## src/hdl/dtm_pkg.sv

```systemverilog
// package with register map, field layouts and reset values for the dual timer control block
`default_nettype none
package dtm_pkg;

  // special function addresses
  localparam logic [7:0] ADDR_TCTRL   = 8'h88;
  localparam logic [7:0] ADDR_TMODE   = 8'h89;
  localparam logic [7:0] ADDR_TA_LOW  = 8'h8A;
  localparam logic [7:0] ADDR_TB_LOW  = 8'h8B;
  localparam logic [7:0] ADDR_TA_HIGH = 8'h8C;
  localparam logic [7:0] ADDR_TB_HIGH = 8'h8D;

  // reset values
  localparam logic [7:0] TCTRL_RST = 8'h00;
  localparam logic [7:0] TMODE_RST = 8'h00;
  localparam logic [7:0] COUNT_RST = 8'h00;

  // mode field encodings
  localparam logic [1:0] MODE_PRESCALE = 2'h0;
  localparam logic [1:0] MODE_WIDE     = 2'h1;
  localparam logic [1:0] MODE_RELOAD   = 2'h2;
  localparam logic [1:0] MODE_SPLIT    = 2'h3;

  // prescaler width and terminal values
  localparam int         PRESCALE_BITS = 5;
  localparam logic [4:0] PRESCALE_TOP  = 5'h1F;
  localparam logic [7:0] BYTE_TOP      = 8'hFF;

  // bit positions inside the control register
  localparam int BIT_TF_B = 7;
  localparam int BIT_TR_B = 6;
  localparam int BIT_TF_A = 5;
  localparam int BIT_TR_A = 4;

  // control register layout, msb first
  typedef struct packed {
    logic tfB;
    logic trB;
    logic tfA;
    logic trA;
    logic ieB;
    logic itB;
    logic ieA;
    logic itA;
  } dtm_tctrl_s;

  // mode register layout, msb first
  typedef struct packed {
    logic       gateB;
    logic       ctB;
    logic [1:0] modeB;
    logic       gateA;
    logic       ctA;
    logic [1:0] modeA;
  } dtm_tmode_s;

endpackage
`default_nettype wire

```

## src/hdl/dtm_timer_ctrl.sv

```systemverilog
// dual timer/counter with mode register, run/flag control register and count bytes
`timescale 1ns/1ps
`default_nettype none
module dtm_timer_ctrl (
  input  wire logic       clk,
  input  wire logic       nrst,
  input  wire logic [7:0] sfrAddr,
  input  wire logic       sfrWrEn,
  input  wire logic [7:0] sfrWrData,
  input  wire logic       sfrRdEn,
  output logic      [7:0] sfrRdData,
  input  wire logic [7:0] bitAddr,
  input  wire logic       bitWrEn,
  input  wire logic       bitWrVal,
  input  wire logic       timerACountPin,
  input  wire logic       timerBCountPin,
  input  wire logic       extIrqAPin,
  input  wire logic       extIrqBPin,
  input  wire logic       vecAckTimerA,
  input  wire logic       vecAckTimerB,
  input  wire logic       vecAckExtA,
  input  wire logic       vecAckExtB,
  output logic      [7:0] timerRunFlagControl,
  output logic      [7:0] timerModeConfiguration
);

  dtm_pkg::dtm_tctrl_s tctrlReg;
  dtm_pkg::dtm_tctrl_s tctrlNext;
  dtm_pkg::dtm_tmode_s tmodeReg;
  logic [7:0]          timerALowByteReg;
  logic [7:0]          timerAHighByteReg;
  logic [7:0]          timerBLowByteReg;
  logic [7:0]          timerBHighByteReg;
  logic [3:0]          pinSync;
  logic [3:0]          pinSyncDly;

  // pin order: count A, count B, irq A, irq B; all pass two flops first
  dtm_sync #(
    .W (4)
  ) u_sync (
    .clk       (clk),
    .nrst      (nrst),
    .async     ({extIrqBPin, extIrqAPin, timerBCountPin, timerACountPin}),
    .synced    (pinSync),
    .syncedDly (pinSyncDly)
  );

  // one count step; returns {overflow, high byte, low byte}
  function automatic logic [16:0] countStep(
    input logic [1:0] mode,
    input logic [7:0] lo,
    input logic [7:0] hi,
    input logic       inc
  );
    logic [16:0] res;
    res = {1'b0, hi, lo};
    if (inc)
    begin
      case (mode)
        dtm_pkg::MODE_PRESCALE:
        begin
          // upper three low-byte bits are left alone; only the prescaler moves
          if (lo[dtm_pkg::PRESCALE_BITS-1:0] == dtm_pkg::PRESCALE_TOP)
          begin
            res[4:0]  = 5'h00;
            res[15:8] = hi + 8'h01;
            res[16]   = (hi == dtm_pkg::BYTE_TOP);
          end
          else
          begin
            res[4:0] = lo[4:0] + 5'h01;
          end
        end
        dtm_pkg::MODE_WIDE:
        begin
          res[15:0] = {hi, lo} + 16'h0001;
          res[16]   = ({hi, lo} == 16'hFFFF);
        end
        dtm_pkg::MODE_RELOAD:
        begin
          // high byte is the reload value and is never changed here
          res[7:0] = (lo == dtm_pkg::BYTE_TOP) ? hi : lo + 8'h01;
          res[16]  = (lo == dtm_pkg::BYTE_TOP);
        end
        dtm_pkg::MODE_SPLIT:
        begin
          res[7:0] = lo + 8'h01;
          res[16]  = (lo == dtm_pkg::BYTE_TOP);
        end
        default:
        begin
          res = {1'b0, hi, lo};
        end
      endcase
    end
    return res;
  endfunction

  // synchronised pin views
  wire countAFall = pinSyncDly[0] & ~pinSync[0];
  wire countBFall = pinSyncDly[1] & ~pinSync[1];
  wire irqAHigh   = pinSync[2];
  wire irqBHigh   = pinSync[3];
  wire [1:0] irqFall = pinSyncDly[3:2] & ~pinSync[3:2];
  wire [1:0] irqLow  = ~pinSync[3:2];

  // count enables; a cleared run bit stops steps and counts hold, but timer B ignores trB while timer A is in split mode
  wire splitA   = (tmodeReg.modeA == dtm_pkg::MODE_SPLIT);
  wire srcA     = tmodeReg.ctA ? countAFall : 1'b1;
  wire gateOkA  = ~tmodeReg.gateA | irqAHigh;
  wire incA     = tctrlReg.trA & gateOkA & srcA;
  wire srcB     = tmodeReg.ctB ? countBFall : 1'b1;
  wire gateOkB  = ~tmodeReg.gateB | irqBHigh;
  wire runB     = splitA ? 1'b1 : (tctrlReg.trB & gateOkB);
  wire incB     = (tmodeReg.modeB != dtm_pkg::MODE_SPLIT) & runB & srcB;
  wire incAHigh = splitA & tctrlReg.trB;

  // next counts for both timers
  wire [16:0] stepA = countStep(tmodeReg.modeA, timerALowByteReg, timerAHighByteReg, incA);
  wire [16:0] stepB = countStep(tmodeReg.modeB, timerBLowByteReg, timerBHighByteReg, incB);
  wire [7:0]  highANext = splitA ? timerAHighByteReg + {7'h00, incAHigh}
                                 : stepA[15:8];
  wire        ovfAHigh  = incAHigh & (timerAHighByteReg == dtm_pkg::BYTE_TOP);
  wire        ovfA      = stepA[16];
  // in split mode the timer A high byte owns timer B's flag
  wire        ovfB      = splitA ? ovfAHigh : stepB[16];

  // register write decode
  wire wrTctrl = sfrWrEn & (sfrAddr == dtm_pkg::ADDR_TCTRL);
  wire wrTmode = sfrWrEn & (sfrAddr == dtm_pkg::ADDR_TMODE);
  wire wrALow  = sfrWrEn & (sfrAddr == dtm_pkg::ADDR_TA_LOW);
  wire wrAHigh = sfrWrEn & (sfrAddr == dtm_pkg::ADDR_TA_HIGH);
  wire wrBLow  = sfrWrEn & (sfrAddr == dtm_pkg::ADDR_TB_LOW);
  wire wrBHigh = sfrWrEn & (sfrAddr == dtm_pkg::ADDR_TB_HIGH);
  wire bitHit  = bitWrEn & (bitAddr[7:3] == dtm_pkg::ADDR_TCTRL[7:3]);
  wire [7:0] bitMask = 8'h01 << bitAddr[2:0];

  // software view of the control register after byte or bit writes
  wire [7:0] swTctrl = wrTctrl ? sfrWrData
                     : bitHit  ? ((tctrlReg & ~bitMask) | (bitWrVal ? bitMask : 8'h00))
                     : tctrlReg;

  // flag handling: hardware set beats vector clear and software clear
  logic [1:0] ieNext;
  wire  [1:0] itSw  = {swTctrl[2], swTctrl[0]};
  wire  [1:0] ieSw  = {swTctrl[3], swTctrl[1]};
  wire  [1:0] ackEx = {vecAckExtB, vecAckExtA};

  genvar g;
  generate
    for (g = 0; g < 2; g++)
    begin : g_ext
      // level mode tracks the pin; edge mode latches until vectored
      assign ieNext[g] = itSw[g] ? (irqFall[g] | (ieSw[g] & ~ackEx[g]))
                                 : irqLow[g];
    end
  endgenerate

  always_comb
  begin
    tctrlNext     = swTctrl;
    tctrlNext.tfB = ovfB | (swTctrl[dtm_pkg::BIT_TF_B] & ~vecAckTimerB);
    tctrlNext.tfA = ovfA | (swTctrl[dtm_pkg::BIT_TF_A] & ~vecAckTimerA);
    tctrlNext.ieB = ieNext[1];
    tctrlNext.ieA = ieNext[0];
  end

  // control and mode registers
  always_ff @(posedge clk or negedge nrst)
  begin
    if (!nrst)
    begin
      tctrlReg <= dtm_pkg::TCTRL_RST;
      tmodeReg <= dtm_pkg::TMODE_RST;
    end
    else
    begin
      tctrlReg <= tctrlNext;
      tmodeReg <= wrTmode ? sfrWrData : tmodeReg;
    end
  end

  // count bytes; a software write wins over a count step in the same cycle
  always_ff @(posedge clk or negedge nrst)
  begin
    if (!nrst)
    begin
      timerALowByteReg  <= dtm_pkg::COUNT_RST;
      timerAHighByteReg <= dtm_pkg::COUNT_RST;
      timerBLowByteReg  <= dtm_pkg::COUNT_RST;
      timerBHighByteReg <= dtm_pkg::COUNT_RST;
    end
    else
    begin
      timerALowByteReg  <= wrALow  ? sfrWrData : stepA[7:0];
      timerAHighByteReg <= wrAHigh ? sfrWrData : highANext;
      timerBLowByteReg  <= wrBLow  ? sfrWrData : stepB[7:0];
      timerBHighByteReg <= wrBHigh ? sfrWrData : stepB[15:8];
    end
  end

  // read selection; unmapped addresses return zero
  wire [7:0] rdMux = (sfrAddr == dtm_pkg::ADDR_TCTRL)   ? tctrlReg
                   : (sfrAddr == dtm_pkg::ADDR_TMODE)   ? tmodeReg
                   : (sfrAddr == dtm_pkg::ADDR_TA_LOW)  ? timerALowByteReg
                   : (sfrAddr == dtm_pkg::ADDR_TA_HIGH) ? timerAHighByteReg
                   : (sfrAddr == dtm_pkg::ADDR_TB_LOW)  ? timerBLowByteReg
                   : (sfrAddr == dtm_pkg::ADDR_TB_HIGH) ? timerBHighByteReg
                   : 8'h00;

  // registered outputs; read data holds until the next read strobe
  always_ff @(posedge clk or negedge nrst)
  begin
    if (!nrst)
    begin
      sfrRdData              <= 8'h00;
      timerRunFlagControl    <= dtm_pkg::TCTRL_RST;
      timerModeConfiguration <= dtm_pkg::TMODE_RST;
    end
    else
    begin
      sfrRdData              <= sfrRdEn ? rdMux : sfrRdData;
      timerRunFlagControl    <= tctrlNext;
      timerModeConfiguration <= wrTmode ? sfrWrData : tmodeReg;
    end
  end

endmodule
`default_nettype wire

```

## src/hdl/dtm_sync.sv

```systemverilog
// two flip-flop synchroniser with a delayed copy for edge detection
`timescale 1ns/1ps
`default_nettype none
module dtm_sync #(
  parameter int W = 4
) (
  input  wire logic         clk,
  input  wire logic         nrst,
  input  wire logic [W-1:0] async,
  output logic      [W-1:0] synced,
  output logic      [W-1:0] syncedDly
);

  logic [W-1:0] stage1Reg;

  // pins idle high, so reset to ones to avoid a false falling edge
  always_ff @(posedge clk or negedge nrst)
  begin
    if (!nrst)
    begin
      stage1Reg <= '1;
      synced    <= '1;
      syncedDly <= '1;
    end
    else
    begin
      stage1Reg <= async;
      synced    <= stage1Reg;
      syncedDly <= synced;
    end
  end

endmodule
`default_nettype wire

```

## config.mk

```make
export PLATFORM = sky130hd
export DESIGN_NAME = dtm_timer_ctrl
export DESIGN_NICKNAME = d
export VERILOG_FILES = /design/src/hdl/dtm_pkg.sv /design/src/hdl/dtm_timer_ctrl.sv /design/src/hdl/dtm_sync.sv
export SDC_FILE = /design/constraint.sdc
export NUM_CORES = 1
export LEC_CHECK = 0
export BUFFER_PORTS_ARGS = -buffer_cell sky130_fd_sc_hd__buf_2
export CORE_ASPECT_RATIO = 2
export CORE_MARGIN = 4
export CORE_UTILIZATION = 45
export CTS_CLUSTER_SIZE = 20
export DETAILED_ROUTE_END_ITERATION = 8
export GPL_ROUTABILITY_DRIVEN = 0
export PLACE_DENSITY_LB_ADDON = 0.15
export RECOVER_POWER = 50
export SETUP_SLACK_MARGIN = 0.15
export SYNTH_ARGS = -nofsm -noshare
export SYNTH_HDL_FRONTEND = slang
export SYNTH_SLANG_ARGS = --single-unit
```

## constraint.sdc

```tcl
create_clock -name clk -period 3.4 [get_ports clk]
set_input_delay 0.51 -clock clk [delete_from_list [all_inputs] [get_ports clk]]
set_output_delay 0.51 -clock clk [all_outputs]
set_load 0.005 [all_outputs]
```

; Yosys cells after proc, flatten, opt, wreduce, memory -nomap -nowiden
; Index checks and enable logic that the tools add are counted.
[classes]
n_mux = 37
eq_ne = 24
n_bitwise = 39
n_addsub = 9
reduce_logical = 16
shift = 1
[ops]
columns = cell, n
row1 = 8-bit two-way mux, 17
row2 = 8-bit equality test (second input constant), 10
row3 = 5-bit one-hot mux with 4 select lines, 2
row4 = 17-bit two-way mux, 2
row5 = 16-bit by 1-bit adder with 16-bit output (second input constant), 2
row6 = 8-bit by 1-bit adder with 8-bit output (second input constant), 4
row7 = 16-bit equality test (second input constant), 2
row8 = 8-bit one-hot mux with 2 select lines, 2
row9 = 1-bit bitwise AND, 20
row10 = 9-bit two-way mux, 2
row11 = 3-bit one-hot mux with 3 select lines, 2
row12 = 5-bit equality test (second input constant), 3
row13 = 4-bit nonzero test, 3
row14 = 5-bit by 1-bit adder with 5-bit output (second input constant), 2
row15 = 5-bit two-way mux, 2
row16 = 8-bit by 1-bit adder with 8-bit output, 1
row17 = 8-bit bitwise AND, 1
row18 = 2-bit equality test (second input constant), 4
row19 = 1-bit inverter, 8
row20 = 8-bit inverter, 1
row21 = 8-bit bitwise OR, 1
row22 = 1-bit by 3-bit << shifter with 8-bit output (first input constant), 1
row23 = 1-bit two-way mux, 6
row24 = 1-bit bitwise OR, 6
row25 = other kinds (13), 22
[word_totals]
reg_bits = 84
input_bits = 38
out_inout_bits = 24
word_cells = 152

; Logic depth before layout (Yosys ltp)
[depth]
depth_word = 9
depth_mapped = 9
depth_no_buf = 9

; Hierarchy
; From an unflattened synthesis, not the netlist that was laid out.
[unflattened]
cells_unflattened = 562
area_unflattened_um2 = 4833.4
[modules_own_cells]
columns = module, seq_area_each_um2, instances, area_per_inst_um2, cells_each
row1 = dtm_timer_ctrl, 1401.3, 1, 4518.1, 550
row2 = dtm_sync, 315.3, 1, 315.3, 12

; Least setup slack after synthesis
; No wires, ideal clock.
[synth_timing]
kind = register to register
startpoint = register timerALowByteReg[0]
endpoint = register timerAHighByteReg[2]
path_buffers = 0
setup_time_ps = 71
period_less_slack_ps = 2404
t_required_ps = 3329
t_arrival_ps = 2333
stages_incl_launch_ff = 10
slack_ps = 996
path_cell_list = dfrtp_1 > ha_1 > nand3_1 > inv_1 > ha_1 > mux2i_1 > a2111oi_4 > o21ai_2 > or4_1 > nand4_1
[synth_between]
elab_chain_len = 5
elab_cells_between_ends = 8
classes_between = add/sub: 1 / eq/ne: 2 / mux: 4 / reduce/logical: 1
[synth_lines]
columns = element, line
row1 = start: declaration, dtm_timer_ctrl.sv:30  ; logic [7:0] timerALowByteReg;
row2 = start signal: assignment, dtm_timer_ctrl.sv:188  ; timerALowByteReg <= dtm_pkg::COUNT_RST;
row3 = start signal: assignment, dtm_timer_ctrl.sv:195  ; timerALowByteReg <= wrALow ? sfrWrData : stepA[7:0];
row4 = 16-bit by 1-bit adder with 16-bit output, dtm_timer_ctrl.sv:76  ; res[15:0] = {hi, lo} + 16'h0001;
row5 = 8-bit one-hot mux with 2 select lines, dtm_timer_ctrl.sv:59  ; case (mode)
row6 = 17-bit two-way mux, dtm_timer_ctrl.sv:57  ; if (inc)
row7 = 8-bit two-way mux, dtm_timer_ctrl.sv:121  ; wire [7:0] highANext = splitA ? timerAHighByteReg + {7'h00, incAHigh}
row8 = 8-bit two-way mux, dtm_timer_ctrl.sv:196  ; timerAHighByteReg <= wrAHigh ? sfrWrData : highANext;
row9 = end signal: assignment, dtm_timer_ctrl.sv:189  ; timerAHighByteReg <= dtm_pkg::COUNT_RST;
row10 = end signal: assignment, dtm_timer_ctrl.sv:196
row11 = end: declaration, dtm_timer_ctrl.sv:31  ; logic [7:0] timerAHighByteReg;
; Parallel ways exist; a longest one is shown, timed or not. The select of a mux whose other input is x is not followed.
; A chain may end at the register's enable or synchronous reset.

; Worst setup path in the final report
; Ends and elaborated chain as after synthesis.

==> summary.txt <==
Run status
  • Status: finished with violations
  • Failing checks: capacitance limit, slew limit

Cells and area
  • Layout cells sized above 1: 0.180
  • Layout area overhead: 14.0%
  • Fill cells: 1043
  • Final-stage net count: 688
  • Post-route cell area: 5700 um2
  • Register area: 1720 um2
  • Diodes inserted: 0
  • Multi-input gate area: 3030 um2
  • Final core utilization: 0.524
  • Final cell count without fillers: 778

Yosys
  • Synth unique cells: 72
  • Seq/Total Area, Yosys: 0.343
  • Synth Cell Area: 5000 um2
  • FF+latch count, synth: 68
  • Number of flops mapped to enable cells by yosys: 0
  • Warnings from Yosys: 0
  • Ys async rst share: 1.00
  • Synthesized net count: 642
  • Synth Instances: between 500 and 600
  • Ys flop type: dfrtp_1
  • Syn avg cell area: between 8 and 9 um2

Routing
  • Routed len/inst: ~23 um
  • Detailed Route Iter0 Violations: a little over 500
  • DRT antenna net count: 0
  • WL final: 18200 um
  • # DRC: 0
  • Vias: 5189
  • TritonRoute pass-1 iters: 9
  • Mean number of vias per cell: 6.67

Timing
  • Final Hold Fails: 0
  • Fmax: 351 MHz
  • Tmin final: 2.85 ns
  • RSZ-0062 raised after global routing: no
  • Setup ws final: 0.547 ns
  • Setup TNS: 0 ns
  • Worst Max-Slew Pin Slew: between 1.5 and 2 ns
  • Max Slew Vio Count: 69
  • Clk_skew: 0.0108 ns
  • Final worst path period share: 0.839
  • Slew headroom: -0.190
  • Count of final setup violators: 0

Die
  • Starting Density: 0.460
  • Core box area: around 11000 um2
  • Number of cell rows: 54
  • Die area: between 10000 and 15000 um2
  • IO Count: 62
  • Die height: 157 um
  • Die W: ~83 um

Worst setup path
  • Most Frequent Cell on Critical Path: ha_1
  • R2r setup slk: about 0.55 ns
  • Worst stage delay on the critical path: 0.54 ns
  • Crit path capture type: flop
  • Worst Reg2Reg Path Length in Cells: 9
  • Max FO, Critical Path: 9
  • Crit Path Category: flop to flop
  • FF-to-FF Start: timerALowByteReg[0]
  • Reg-to-Reg End: timerAHighByteReg[2]
  • Worst setup SP type: flop
  • CP max-delay cell: or4_1
  • CP cell instances: ha_1 -> nand3_1 -> inv_1 -> ha_1 -> mux2i_1 -> a2111oi_4 -> o21ai_2 -> or4_1 -> nand4_1
  • Required @ worst endpoint: 3.67 ns
  • WP data arrival: roughly 3.1 ns

Placement
  • # placed instances: around 760
  • DP Worst Slack: 0.643 ns
  • Area of placed instances: 5390 um2
  • Port bufs: 61
  • Post-DP HPWL: 13500 um

Clocking
  • Clock sinks: a little under 70
  • Clk pin slew, worst setup/hold paths: 0.06 ns
  • CTS Hold Bufs: 0
  • Clk root buf: clkbuf_16
  • TritonCTS clock tree: yes
  • H-tree depth: 3
  • Number of setup buffers added after CTS: 0
  • Inserted Clock Buffers: 9
  • Post-cts repair resize count: 0
  • Clock latency on the worst-skew pair: 0.34 ns
  • Clk buf depth: 2

GRT
  • Congestion Overflow GR: 0
  • Largest net degree at the start of global routing: 69
  • Initial antenna violation count: 0
  • GRT Total Usage: 0.294
  • Number of global-route vias before repair: 5160
  • Global-route wire length before repair: 28100 um

Job
  • Max-cap viol count: 1

Hold path
  • HP Start: extIrqAPin
  • Hold Path Class: input pin to flop
  • Worst hold endpoint: u_sync.stage1Reg[2]
  • Hold Path Stages: 1

Power
  • Worst VDD drop: approximately 0.00045 V
  • P per Cell Area: 617 nW/um2
  • Lkg Pwr: 2.33 nW
cells in the final DEF (no fill, tap or decap), types with 18 or more instances in the layout:
cell / synthesis / layout
nand3_1: 34 / 34
nand2_1: 42 / 42
inv_1: 30 / 30
nor2_1: 33 / 33
o21ai_0: 49 / 49
dfrtp_1: 56 / 56
a21oi_1: 25 / 25
nor2b_1: 18 / 18
buf_2: 5 / 61
metrics by stage:
stage          power, mW  hold WS [ns]
4_1_cts             3.48         0.256
3_3_place_gp        2.41         0.346
6_report            3.52         0.263
3_5_place_dp        2.44         0.348
2_1_floorplan       2.02         0.214
5_1_grt             3.70         0.256
routing by layer:
metal,up-vias,global-route usage,wire (um)
li1,2317,-,-
met1,2471,0.303,6060
met2,299,0.518,9670
met3,102,0.0435,989
met4,0,0.210,1450
met5,-,0,0
state kept, by name, summed over array words and instances, names as in the netlist, 7 cells and up:
| signal | count |
|---|---|
| timerBLowByteReg | 8 |
| timerALowByteReg | 8 |
| sfrRdData | 8 |
| timerBHighByteReg | 8 |
| timerRunFlagControl | 7 |
| timerAHighByteReg | 8 |
| timerModeConfiguration | 8 |
critical path, delay by kind of cell (launching register included):
family	cells	cell delay, ns
buffers and inverters	1	0.18
flip-flops	1	0.48
multiplexers	1	0.23
AO/OA/AOI/OAI	2	0.52
AND/OR/NAND/NOR	3	0.76
adder cells (fa/ha/maj)	2	0.60
cells in the mapped netlist (2+ instances only):
library cell	n	share of area
a21oi_1	25	0.025
or4_1	7	0.010
dfstp_2	12	0.063
a2111oi_4	2	0.011
o2bb2ai_1	6	0.010
o31ai_1	6	0.0090
ha_1	17	0.042
a22o_1	16	0.028
dfrtp_1	56	0.28
a211oi_1	8	0.012
and2_1	7	0.0087
nor2_1	33	0.025
mux2i_1	9	0.018
a31oi_1	12	0.015
nand2b_1	7	0.0087
and3_1	7	0.0087
o21ai_1	8	0.0080
a21o_1	2	0.0030
nand2_1	42	0.031
nand4_1	17	0.021
nand3_1	34	0.034
nor4bb_1	2	0.0040
o21ai_0	49	0.049
o211ai_1	3	0.0045
nor3_1	11	0.011
buf_2	5	0.0050
xnor2_1	9	0.016
or3_1	4	0.0050
xor2_1	3	0.0053
o221ai_1	2	0.0035
and4_1	8	0.014
a31o_2	3	0.0053
nor4_1	8	0.010
a22oi_1	9	0.013
a211o_1	3	0.0053
clkbuf_1	21	0.016
a221oi_1	6	0.010
mux2_2	10	0.023
buf_1	2	0.0015
inv_1	30	0.023
nor2b_1	18	0.023
clkinv_1	2	0.0015
o22ai_1	17	0.021
how the worst max path moves through the flow:
stage	start	endpoint	slack [ns]	depth (start not counted)
2_1_floorplan	timerALowByteReg[0]	timerAHighByteReg[2]	1.0	9
3_3_place_gp	timerALowByteReg[0]	timerAHighByteReg[2]	0.75	9
3_5_place_dp	timerALowByteReg[0]	timerAHighByteReg[2]	0.64	9
4_1_cts	timerALowByteReg[0]	timerAHighByteReg[2]	0.61	9
5_1_grt	timerALowByteReg[0]	timerAHighByteReg[2]	0.38	9
6_report	timerALowByteReg[0]	timerAHighByteReg[2]	0.55	9
area by class of cell:
class	instances	area share
multi-input cells	456	0.532
flip-flops and latches	68	0.301
repair buffers	66	0.0597
clock buffers	10	0.0401
well taps	140	0.0307
inverters	32	0.0211
clock inverters	6	0.0158
logic make-up after synthesis:
| group | Yosys count | synth area share |
|---|---|---|
| simple gates | 219 | 0.246 |
| compound gates | 189 | 0.256 |
| buf+inv | 63 | 0.0510 |
| flops | 68 | 0.343 |
| xor+xnor | 12 | 0.0210 |
| fa+ha+maj | 17 | 0.0425 |
| mux | 19 | 0.0405 |
report_power, final:
| group | total (mW) | leakage, nW | internal (mW) | switching, mW |
|---|---|---|---|---|
| Sequential | 1.37 | 0.795 | 0.981 | 0.393 |
| Combinational | 1.12 | 1.38 | 0.468 | 0.653 |
| Clock | 1.02 | 0.153 | 0.644 | 0.380 |
| Total | 3.52 | 2.33 | 2.09 | 1.43 |
Power figures use the tool's default switching activity.
